File: src/bpc_pkg.sv
/*
 * Shared constants and carrier types of the breakpoint comparator block.
 * Assumes an APB master with byte addresses and a 16-bit core bus.
 */
package bpc_pkg;

	// Register byte offsets.
	localparam logic [7:0] BPC_CTRL_OFS = 8'h00;
	localparam logic [7:0] BPC_MASK_OFS = 8'h04;
	localparam logic [7:0] BPC_CMPA_OFS = 8'h08;
	localparam logic [7:0] BPC_CMPB_OFS = 8'h0c;
	localparam logic [7:0] BPC_CMPC_OFS = 8'h10;
	localparam logic [7:0] BPC_STAT_OFS = 8'h14;

	// Control register bit positions.
	localparam int BPC_BKP_EN   = 0;
	localparam int BPC_TRC_EN   = 1;
	localparam int BPC_FULL     = 2;
	localparam int BPC_MON_SEL  = 3;
	localparam int BPC_TAG_AB   = 4;
	localparam int BPC_TRG_SEL  = 5;
	localparam int BPC_EVT_ONLY = 6;
	localparam int BPC_C_EN     = 7;
	localparam int BPC_RWEN0    = 8;
	localparam int BPC_C_TAG    = 14;

	// Comparator register field positions.
	localparam int BPC_EXT_LSB  = 16;
	localparam int BPC_PSEL_LSB = 22;

	// Values after reset.
	localparam logic [15:0] BPC_CTRL_RST = 16'h0000;
	localparam logic [3:0]  BPC_MASK_RST = 4'h0;
	localparam logic [23:0] BPC_CMP_RST  = 24'h000000;

	typedef struct packed {
		logic [15:0] addr;
		logic [5:0]  page;
		logic [15:0] data;
		logic        rw;
		logic        flash;
		logic        fetch;
	} bpc_bus_t;

	typedef struct packed {
		logic        psel;
		logic        penable;
		logic        pwrite;
		logic [7:0]  paddr;
		logic [31:0] pwdata;
	} bpc_apb_t;

endpackage

File: src/bpc_breakpoint.sv
/*
 * Breakpoint and trigger-qualification comparators A, B and C with an
 * APB register file. Assumes the core marks tagged instructions as they
 * reach execution and gives a pulse at each instruction boundary.
 */
// Overview of operation
// - Forced breaks are requested at the next instruction boundary after a match.
// - Tagged breaks mark the fetched instruction and break just before it executes.
// - Monitor select 1 requests debug entry; 0 requests a software interrupt.
// - Debug entry and software interrupt requests never coincide, forced and tagged.
// - Dual address mode gives two address breakpoints and no data matching.
// - One tag-select bit chooses forced or tagged for the A/B breakpoints.
// - Mask fields pick exact or range match and which address parts compare.
// - Forced breaks qualify on read, write or either via each rw bit pair.
// - Full mode breaks on A address and B data together, rw qualified.
// - Full mode with tagged type compares address only, ignoring data.
// - Full mode B mask picks data bytes; B rw bits are unused.
// - No breaks during debug firmware; no debug tagging during single step.
// - Debug controller and tag pin breaks take priority over these breaks.
// - Returning to a tagged instruction retags it unless settings changed.
// - Comparator C gives a third breakpoint with its own control bits.
// - With C at reset address, a tagged C break needs code at 0x0000.
// - In trace mode A compares address; B compares data in full modes.
// - Comparator C breaks or serves loop1; all matches go to the trace controller.
// - Page select 01 also compares the upper page bits from extended fields, except for A/B in breakpoint mode, which page on flash.
// - A tagged C break at an A/B tagged trigger address suppresses A/B.
// - A and B rw enables are ignored while trigger select is 1, except in event-only modes.
// - Full trace mode B compares data of the cycle kind A's rw bits allow.
// - Trigger select 1 qualifies A/B with opcode fetch, dropping B in full modes; 0 forces; not event-only.
// - Breakpoint mode overrides trace mode; trace mode is barred when secured.
`timescale 1ns/1ps

module bpc_breakpoint
	import bpc_pkg::*;
(
	input  wire logic        i_clock,        // Core bus clock, 10 MHz.
	input  wire logic        i_srst,         // Synchronous reset, high.
	input  wire bpc_apb_t    i_apb,          // APB request signals.
	output logic [31:0]      o_prdata,       // APB read data.
	output logic             o_pready,       // APB ready.
	output logic             o_pslverr,      // APB error, unmapped.
	input  wire bpc_bus_t    i_bus,          // Core bus cycle.
	input  wire logic        i_boundary,     // Instruction boundary.
	input  wire logic        i_tag_exec_ab,  // A/B tagged op executes.
	input  wire logic        i_tag_exec_c,   // C tagged op executes.
	input  wire logic        i_bdm_active,   // Debug firmware running.
	input  wire logic        i_trace_cmd,    // Single step running.
	input  wire logic        i_bdm_break,    // Debug controller break.
	input  wire logic        i_secure,       // Part is secured.
	output logic             o_tag_ab,       // Tag fetched op for A/B.
	output logic             o_tag_c,        // Tag fetched op for C.
	output logic             o_match_a,      // Match A to trace ctrl.
	output logic             o_match_b,      // Match B to trace ctrl.
	output logic             o_match_c,      // Match C to trace ctrl.
	output logic             o_bdm_req,      // Debug entry request.
	output logic             o_swi_req       // Software irq request.
);

	////////////////////////////////////////////////////////////////////
	// Registers and APB slave.

	logic [15:0] ctrl_reg;
	logic [3:0]  mask_reg;
	logic [23:0] cmp_reg [3];
	logic        fpend_reg;
	logic        live_ab_reg;
	logic        live_c_reg;
	logic        bkp_mode;
	logic        trace_mode;
	logic        setup;
	logic        addr_ok;
	logic        wr_en;
	logic        cfg_wr;
	logic [31:0] rd_mux;

	assign setup = i_apb.psel && !i_apb.penable;
	assign wr_en = i_apb.psel && i_apb.penable && o_pready
		&& i_apb.pwrite && addr_ok;
	assign cfg_wr = wr_en && (i_apb.paddr != BPC_STAT_OFS);

	always_comb
	begin
		addr_ok = 1'b1;
		rd_mux = 32'h00000000;
		case (i_apb.paddr)
			BPC_CTRL_OFS: rd_mux = {16'h0000, ctrl_reg};
			BPC_MASK_OFS: rd_mux = {28'h0000000, mask_reg};
			BPC_CMPA_OFS: rd_mux = {8'h00, cmp_reg[0]};
			BPC_CMPB_OFS: rd_mux = {8'h00, cmp_reg[1]};
			BPC_CMPC_OFS: rd_mux = {8'h00, cmp_reg[2]};
			BPC_STAT_OFS: rd_mux = {24'h000000, fpend_reg,
				live_c_reg, live_ab_reg, o_match_c, o_match_b,
				o_match_a, trace_mode, bkp_mode};
			default: addr_ok = 1'b0;
		endcase
	end

	// Ready comes one cycle after setup, so every access takes two cycles.
	always_ff @(posedge i_clock)
	begin
		if (i_srst)
		begin
			o_pready <= 1'b0;
			o_prdata <= 32'h00000000;
			o_pslverr <= 1'b0;
		end
		else
		begin
			o_pready <= setup;
			o_prdata <= (setup && !i_apb.pwrite) ? rd_mux : 32'h00000000;
			o_pslverr <= setup && !addr_ok;
		end
	end

	always_ff @(posedge i_clock)
	begin
		if (i_srst)
		begin
			ctrl_reg <= BPC_CTRL_RST;
			mask_reg <= BPC_MASK_RST;
			cmp_reg[0] <= BPC_CMP_RST;
			cmp_reg[1] <= BPC_CMP_RST;
			cmp_reg[2] <= BPC_CMP_RST;
		end
		else if (wr_en)
		begin
			case (i_apb.paddr)
				BPC_CTRL_OFS: ctrl_reg <= i_apb.pwdata[15:0];
				BPC_MASK_OFS: mask_reg <= i_apb.pwdata[3:0];
				BPC_CMPA_OFS: cmp_reg[0] <= i_apb.pwdata[23:0];
				BPC_CMPB_OFS: cmp_reg[1] <= i_apb.pwdata[23:0];
				BPC_CMPC_OFS: cmp_reg[2] <= i_apb.pwdata[23:0];
				default: ;
			endcase
		end
	end

	////////////////////////////////////////////////////////////////////
	// Mode decode.

	logic full;
	logic mon_sel;
	logic ab_tagged_select;
	logic ctag;
	logic cen;
	logic trig_q;

	assign bkp_mode = ctrl_reg[BPC_BKP_EN];
	assign trace_mode = ctrl_reg[BPC_TRC_EN] && !bkp_mode
		&& !i_secure;
	assign full = ctrl_reg[BPC_FULL];
	assign mon_sel = ctrl_reg[BPC_MON_SEL];
	assign ab_tagged_select = ctrl_reg[BPC_TAG_AB];
	assign cen = ctrl_reg[BPC_C_EN];
	assign ctag = ctrl_reg[BPC_C_TAG];
	// Event-only modes ignore trigger select.
	assign trig_q = ctrl_reg[BPC_TRG_SEL]
		&& !ctrl_reg[BPC_EVT_ONLY];

	////////////////////////////////////////////////////////////////////
	// Address comparators A, B and C.

	logic [2:0] raw;
	logic [2:0] rwq;

	for (genvar i = 0; i < 3; i++)
	begin : g_cmp
		logic [1:0] mb;
		logic       pg;
		logic       xen;
		logic       hi_ok;
		logic       lo_ok;
		logic       x_ok;
		logic       rw_en;

		// Comparator C always compares exactly.
		assign mb = (i == 2) ? 2'b00 : mask_reg[2*(i % 2) +: 2];
		// Breakpoint mode pages A/B on flash accesses only.
		assign pg = bkp_mode && (i < 2) && i_bus.flash;
		assign xen = (bkp_mode && (i < 2)) ? i_bus.flash
			: (cmp_reg[i][BPC_PSEL_LSB +: 2] == 2'b01);
		assign x_ok = i_bus.page == cmp_reg[i][BPC_EXT_LSB +: 6];
		assign hi_ok = pg ? (i_bus.addr[13:8] == cmp_reg[i][13:8])
			: (i_bus.addr[15:8] == cmp_reg[i][15:8]);
		assign lo_ok = i_bus.addr[7:0] == cmp_reg[i][7:0];
		assign raw[i] = (!xen || x_ok) && (&mb || hi_ok)
			&& (mb[0] || lo_ok);
		assign rw_en = ctrl_reg[BPC_RWEN0 + 2*i]
			&& !((i < 2) && trig_q);
		assign rwq[i] = !rw_en
			|| (i_bus.rw == ctrl_reg[BPC_RWEN0 + 2*i + 1]);
	end

	////////////////////////////////////////////////////////////////////
	// Data comparator B in full modes.

	logic dmatch;
	logic dq;

	assign dmatch = (mask_reg[3] || i_bus.data[15:8] == cmp_reg[1][15:8])
		&& (mask_reg[2] || i_bus.data[7:0] == cmp_reg[1][7:0]);
	// Data is qualified by A's rw bits; B's own bits are ignored.
	assign dq = dmatch && rwq[0];

	////////////////////////////////////////////////////////////////////
	// Breakpoint mode hits.

	logic ab_forced;
	logic c_forced;
	logic fhit;
	logic tag_c_hit;
	logic tag_ab_hit;

	assign ab_forced = !ab_tagged_select && (full
		? (raw[0] && rwq[0] && dq)
		: ((raw[0] && rwq[0]) || (raw[1] && rwq[1])));
	assign c_forced = cen && !ctag && raw[2] && rwq[2];
	assign fhit = bkp_mode && (ab_forced || c_forced);
	assign tag_c_hit = bkp_mode && cen && ctag && raw[2]
		&& i_bus.fetch;
	// Tagged full mode checks the address alone.
	assign tag_ab_hit = bkp_mode && ab_tagged_select && i_bus.fetch
		&& (raw[0] || (!full && raw[1]))
		&& !tag_c_hit;

	always_ff @(posedge i_clock)
	begin
		if (i_srst)
		begin
			o_tag_ab <= 1'b0;
			o_tag_c <= 1'b0;
		end
		else
		begin
			o_tag_ab <= tag_ab_hit;
			o_tag_c <= tag_c_hit;
		end
	end

	// A new match arriving as the pending break is taken stays pending.
	always_ff @(posedge i_clock)
	begin
		if (i_srst)
			fpend_reg <= 1'b0;
		else
			fpend_reg <= fhit || (fpend_reg && !i_boundary
				&& bkp_mode);
	end

	// Tags stay live until software changes the settings.
	always_ff @(posedge i_clock)
	begin
		if (i_srst)
		begin
			live_ab_reg <= 1'b0;
			live_c_reg <= 1'b0;
		end
		else
		begin
			live_ab_reg <= o_tag_ab || (live_ab_reg && !cfg_wr);
			live_c_reg <= o_tag_c || (live_c_reg && !cfg_wr);
		end
	end

	////////////////////////////////////////////////////////////////////
	// Break requests.

	logic brk_tag;
	logic brk_force;
	logic brk;

	assign brk_tag = bkp_mode
		&& ((i_tag_exec_ab && live_ab_reg && ab_tagged_select)
		|| (i_tag_exec_c && live_c_reg && cen && ctag))
		&& !(mon_sel && i_trace_cmd);
	assign brk_force = i_boundary && fpend_reg;
	assign brk = (brk_tag || brk_force) && !i_bdm_active
		&& !i_bdm_break;

	always_ff @(posedge i_clock)
	begin
		if (i_srst)
		begin
			o_bdm_req <= 1'b0;
			o_swi_req <= 1'b0;
		end
		else
		begin
			o_bdm_req <= brk && mon_sel;
			o_swi_req <= brk && !mon_sel;
		end
	end

	////////////////////////////////////////////////////////////////////
	// Trace mode matches toward the trace buffer controller.

	logic c_tag_t;
	logic ma;
	logic mb_t;

	assign c_tag_t = cen && ctag && raw[2] && i_bus.fetch;
	assign ma = raw[0] && (trig_q ? i_bus.fetch : rwq[0])
		&& !c_tag_t;
	// With trigger select set, full modes drop B matches.
	assign mb_t = (full ? (!trig_q && dq)
		: raw[1] && (trig_q ? i_bus.fetch : rwq[1]))
		&& !(trig_q && c_tag_t);

	always_ff @(posedge i_clock)
	begin
		if (i_srst)
		begin
			o_match_a <= 1'b0;
			o_match_b <= 1'b0;
			o_match_c <= 1'b0;
		end
		else
		begin
			o_match_a <= trace_mode && ma;
			o_match_b <= trace_mode && mb_t;
			o_match_c <= trace_mode && raw[2];
		end
	end
endmodule

File: config.mk
export PLATFORM = sky130hd
export DESIGN_NAME = bpc_breakpoint
export DESIGN_NICKNAME = d
export VERILOG_FILES = /design/src/bpc_pkg.sv /design/src/bpc_breakpoint.sv
export SDC_FILE = /design/constraint.sdc
export NUM_CORES = 1
export LEC_CHECK = 0
export BUFFER_PORTS_ARGS = -buffer_cell sky130_fd_sc_hd__buf_2
export CORE_ASPECT_RATIO = 1.1
export CORE_MARGIN = 4
export CORE_UTILIZATION = 40
export CTS_BUF_LIST = sky130_fd_sc_hd__clkbuf_16
export DETAILED_ROUTE_END_ITERATION = 8
export PLACE_DENSITY = 0.7
export SYNTH_ARGS = -nofsm -noshare
export SYNTH_HDL_FRONTEND = slang
export SYNTH_SLANG_ARGS = --single-unit
File: constraint.sdc
create_clock -name i_clock -period 6 [get_ports i_clock]
set_clock_uncertainty 0.05 [all_clocks]
set_input_delay 0.9 -clock i_clock [delete_from_list [all_inputs] [get_ports i_clock]]
set_output_delay 0.9 -clock i_clock [all_outputs]
set_load 0.02 [all_outputs]
After elaboration in Yosys (flattened, before gate mapping)
Memory sizes are Yosys's and may differ from the RTL's.
Cells that the tools add are included.

word-level totals
  memories = 1
  output and inout bits = 41
  bits of input ports = 93
  word-level logic and storage cells = 192
  flip-flop bits (word level) = 64
  memory bits (writable) = 72

memory list
  name     words  bits a word  rd ports  clocked after Yosys merged registers in  wr ports  line                  RTL
  cmp_reg  3      24           3         0                                        3         bpc_breakpoint.sv:64  logic [23:0] cmp_reg [3];

operators by class
  bitwise logic cells = 4
  reductions and logical operators = 120
  multiplexer cells = 27
  eq/ne operators = 25

operator list
  kind                                                              count
  24-bit one-hot mux with 6 select lines                            1
  24-bit two-way mux                                                3
  1-bit logical AND                                                 68
  8-bit == test                                                     8
  6-bit == test                                                     5
  1-bit logical NOT                                                 25
  1-bit two-way mux                                                 23
  1-bit logical OR                                                  20
  8-bit by 4-bit == test with 1-bit output (second input constant)  2
  8-bit by 5-bit == test with 1-bit output (second input constant)  2
  8-bit by 3-bit == test with 1-bit output (second input constant)  1
  8-bit logical NOT                                                 1
  8-bit by 5-bit != test with 1-bit output (second input constant)  1
  2-bit AND reduction                                               4
  2-bit by 1-bit == test with 1-bit output (second input constant)  3
  6-bit OR reduction                                                1
  1-bit == test                                                     3
  1-bit bitwise OR                                                  3
  2-bit OR reduction                                                1
  1-bit inverter                                                    1

Depth between registers and ports, before layout
An unclocked memory read counts as a cell.

  depth in word-level cells = 14
  gate-level depth with buffers = 8
  gate-level depth less buffers = 6

Worst setup path before layout
OpenSTA, ideal clock, no wires.

  kind = input to register
  from = input port i_apb[37] in the netlist's numbering
  to = memory cmp_reg[2][0], in the netlist cmp_reg[0][48], enable pin
  setup time = 380 ps
  setup slack = 2784 ps
  cell stages on the path = 6
  arrival time = 2787 ps
  data required time = 5570 ps
  path buffers = 2
  cells stage by stage = nor4_2 > or3b_1 > buf_2 > nor3b_4 > buf_6 > a21o_1

RTL lines
  item             line                  RTL
  start, declared  bpc_breakpoint.sv:38  input wire bpc_apb_t i_apb,
  end, declared    bpc_breakpoint.sv:64

Worst setup path after layout
  from = input port i_apb[37] in the netlist's numbering
  to = register ctrl_reg[5]

on the way
  cells in the longest elaborated chain, start to end = 5
  elaborated cells between the ends (all ways) = 10
  classes of those cells = 5 x eq/ne; 1 x mux; 4 x reduce/logical

ends and longest elaborated chain
  item                                                              line                   RTL
  8-bit by 3-bit == test with 1-bit output (tied with other cells)  bpc_breakpoint.sv:85   case (i_apb.paddr)
  6-bit OR reduction (no source line)                               n/a
  1-bit two-way mux                                                 bpc_breakpoint.sv:85
  1-bit logical AND                                                 bpc_breakpoint.sv:78   && i_apb.pwrite && addr_ok;
  2-bit AND reduction (no source line) (*)                          n/a
  end signal, assigned                                              bpc_breakpoint.sv:128  BPC_CTRL_OFS: ctrl_reg <= i_apb.pwdata[15:0];
  end, declared                                                     bpc_breakpoint.sv:62   logic [15:0] ctrl_reg;

Mark *: on every way between the ends. The rest lies on a longest branch, timed or not.
A chain may end at the register's enable or synchronous reset.

==> impl_metrics.py <==
metrics = {
    "place": {
        "io_buffers": 117,
        "hpwl_mm": 11.74,
        "gp_congestion": 0.8700,
    },
    "worst_setup_path": {
        "crit_slowest_cell": "nor3_4",
        "r2r_cells": 6,
        "critPathKind": "in2reg",
        "cp.arrival_ns": 3.90,
        "worstSetupPathDepth": 7,
        "cp.required_ns": 6.23,
        "cp_common_cell": "nand2_1",
        "startpoint_type": "input port",
        "cp_cell_sequence": "buf_2 -> nor4_2 -> or3b_1 -> nor3_4 -> nand2_1 -> nand2_1 -> a21oi_1",
        "rrSetupSlack_ns": 3.54,
        "endpoint_kind": "register",
        "path_delay_family": "simple AND/OR/NAND/NOR gates",
        "r2r_start": "cmp_reg[0][37]",
        "r2r_end": "o_tag_ab",
        "cp_num_buf_inv": 1,
        "crit_path_max_fanout": 30,
        "max_stage_delay_ns": 0.93,
    },
    "routing": {
        "wl_per_cell_um": 20.00,
        "drt-initial-drc-count": 365,
        "num_vias": 4640,
        "wl_met1_mm": 6.347,
        "dr.pass1.iters": 8,
        "routed.top_layer": "met4",
        "antenna_left": 0,
        "wl_met3_mm": 1.381,
        "routed_via_density": 5.530,
        "drc_errors": 0,
        "wl_met2_mm": 8.485,
        "wirelength_mm": 16.78,
    },
    "global_routing": {
        "antenna_found_initial": 0,
        "grt_pass1_vias": 4874,
        "grt_pass1_wl_mm": 25.60,
        "grt_use_total": 0.2061,
        "grt_max_degree": 31,
        "globalRouteOverflowTotal": 0,
    },
    "sta": {
        "tns_ns": 0,
        "finalSetupViolCount": 0,
        "finalCritPeriodShare": 0.6124,
        "final_hold_viol_count": 0,
        "fin_crit_ns": 3.675,
        "rsz0062_at_grt": "false",
        "tightest_slew_ns": 1.209,
        "maxSlewHeadroom": 0.1941,
        "maxSlewViolCount": 0,
        "fmax_mhz": 272.1,
    },
    "synth": {
        "synth_flop_cell": "edfxtp_1",
        "netlist_instances": 518,
        "synth_cell_types": 47,
        "syn_area_um2": 5859,
        "yosysWarnings": 0,
        "synthArstFlopShare": 0,
        "ys_seq_area_frac": 0.5603,
        "synth_area_per_cell_um2": 11.31,
        "synth-edff-count": 72,
        "ys_ff_latch": 128,
    },
    "floorplanning": {
        "rows": 46,
        "initial_utilization": 0.4072,
        "die_height_um": 134.9,
        "die_w_um": 123.4,
        "ioPinCount": 134,
        "coreArea_um2": 14390,
        "dieArea_um2": 16650,
    },
    "finish": {
        "layout_common_cells": "buf_2 (117), edfxtp_1 (72), xor2_1 (67)",
        "layout_commonest_cell": "buf_2",
        "fill_cells": 1343,
        "multi_input_area_um2": 2409,
        "seq_area_um2": 3283,
        "drive_above_1_share": 0.2504,
        "synthToLayoutAreaGrowth_pct": 21.97,
        "largest_reg_flops": 72,
        "post-route-util": 0.4967,
        "num_antenna_cells": 0,
        "final_nets": 727,
    },
    "power": {
        "p_int_mw": 1.590,
        "clkPwrFrac": 0.482,
        "comb_power_share": 0.057,
        "power_switching_mw": 0.4679,
        "p_leak_nw": 2.812,
        "cellPowerDensity_nw_per_um2": 288.0,
        "p_sw_frac": 0.2273,
        "finalPower_mw": 2.058,
        "ir_worst_vdd_mv": 0.2050,
        "seqPwrFrac": 0.461,
    },
    "min_path": {
        "hold_end": "ctrl_reg[15]",
        "hold_depth": 2,
        "min_path_type": "reg2reg",
        "min_from": "ctrl_reg[15]",
    },
    "cts": {
        "hold_buffers": 0,
        "ctsHtreeMaxLevel": 4,
        "ctsResizeCount": 0,
        "cts_buffers": 17,
        "cts_tree": "yes",
        "clockBufferDepth": 2,
        "cts_setup_buffers": 0,
        "cts.sinks": 128,
        "clk_pin_slew_ns": 0.06,
        "insertion_delay_ns": 0.42,
        "clock-root-buffer": "clkbuf_16",
    },
    "outcome": {
        "outcome": "finished clean",
    },
    "run": {
        "maxCapViolations": 0,
    },
}
power groups by stage:
| stage | registers (mW) | clock network, mW | logic (mW) |
|---|---|---|---|
| after floorplan | 0.965 | 0 | 0.0593 |
| after global placement | 0.966 | 0 | 0.114 |
| after detailed placement | 0.967 | 0 | 0.116 |
| after CTS | 0.949 | 1.01 | 0.117 |
| after global routing | 0.950 | 1.04 | 0.126 |
| final | 0.949 | 0.992 | 0.117 |
metrics by stage:
| stage | area, um2 | setup WS (ns) | hold slack, ns | cells |
|---|---|---|---|---|
| after floorplan | 5886 | 2.784 | 0.3860 | 525 |
| after global placement | 6574 | 2.055 | 0.3962 | 807 |
| after detailed placement | 6574 | 1.998 | 0.4116 | 807 |
| after CTS | 7147 | 2.426 | 0.4240 | 839 |
| after global routing | 7147 | 2.110 | 0.4512 | 839 |
| final | 7147 | 2.325 | 0.4216 | 839 |
kinds of logic (layout without fill, tap and decap cells):
logic type	after synthesis	after routing	share of synthesized area
xor gates and xnor gates	85	85	0.1271
and+or+nand+nor	156	156	0.1463
muxes	7	7	0.01196
other	1	8	0.0006400
buffers and inverters	37	159	0.03502
DFF	128	128	0.5603
AOI/OAI and AO/OA	104	104	0.1187
worst min-delay path: stages (launching register included):
cell	delay, ns
dfxtp_1	0.31
nand2_1	0.06
a21oi_1	0.06
how the worst max path moves through the flow:
stage / from / slack [ns] / end
2_1_floorplan: i_apb[37] / 2.78 / cmp_reg[0][48]
3_3_place_gp: i_apb[37] / 2.05 / ctrl_reg[13]
3_5_place_dp: i_apb[37] / 2.00 / ctrl_reg[8]
4_1_cts: i_apb[37] / 2.43 / ctrl_reg[5]
5_1_grt: i_apb[37] / 2.11 / ctrl_reg[0]
6_report: i_apb[37] / 2.33 / ctrl_reg[5]
synth_stat cells, types with 5 or more instances:
cell,number,area share
a222oi_1,12,0.021
nor2_1,25,0.016
nand4_1,9,0.0096
dfxtp_1,56,0.19
xor2_1,67,0.10
xnor2_1,18,0.027
buf_2,8,0.0068
and2_1,27,0.029
nor2b_1,5,0.0053
mux2i_1,7,0.012
inv_1,5,0.0032
nand2_1,29,0.019
o21ai_0,11,0.0094
a21oi_1,39,0.033
nand3_1,25,0.021
edfxtp_1,72,0.37
clkbuf_1,10,0.0064
buf_4,9,0.012
nor4_1,17,0.018
a22oi_1,25,0.032
per-layer routing:
metal,vias to the layer above,track usage
li1,2137,-
met1,2227,0.2321
met2,227,0.3545
met3,49,0.06410
met4,0,0.09354
met5,-,0
area by class of cell:
class | count | area share
Clock buffer | 17 | 0.05952
Clock inverter | 15 | 0.02066
Inverter | 5 | 0.002626
Multi-Input combinational cell | 360 | 0.3370
Sequential cell | 128 | 0.4594
Tap cell | 192 | 0.03361
Timing Repair Buffer | 122 | 0.08718
Note: power is estimated with default switching activity, not from simulation.
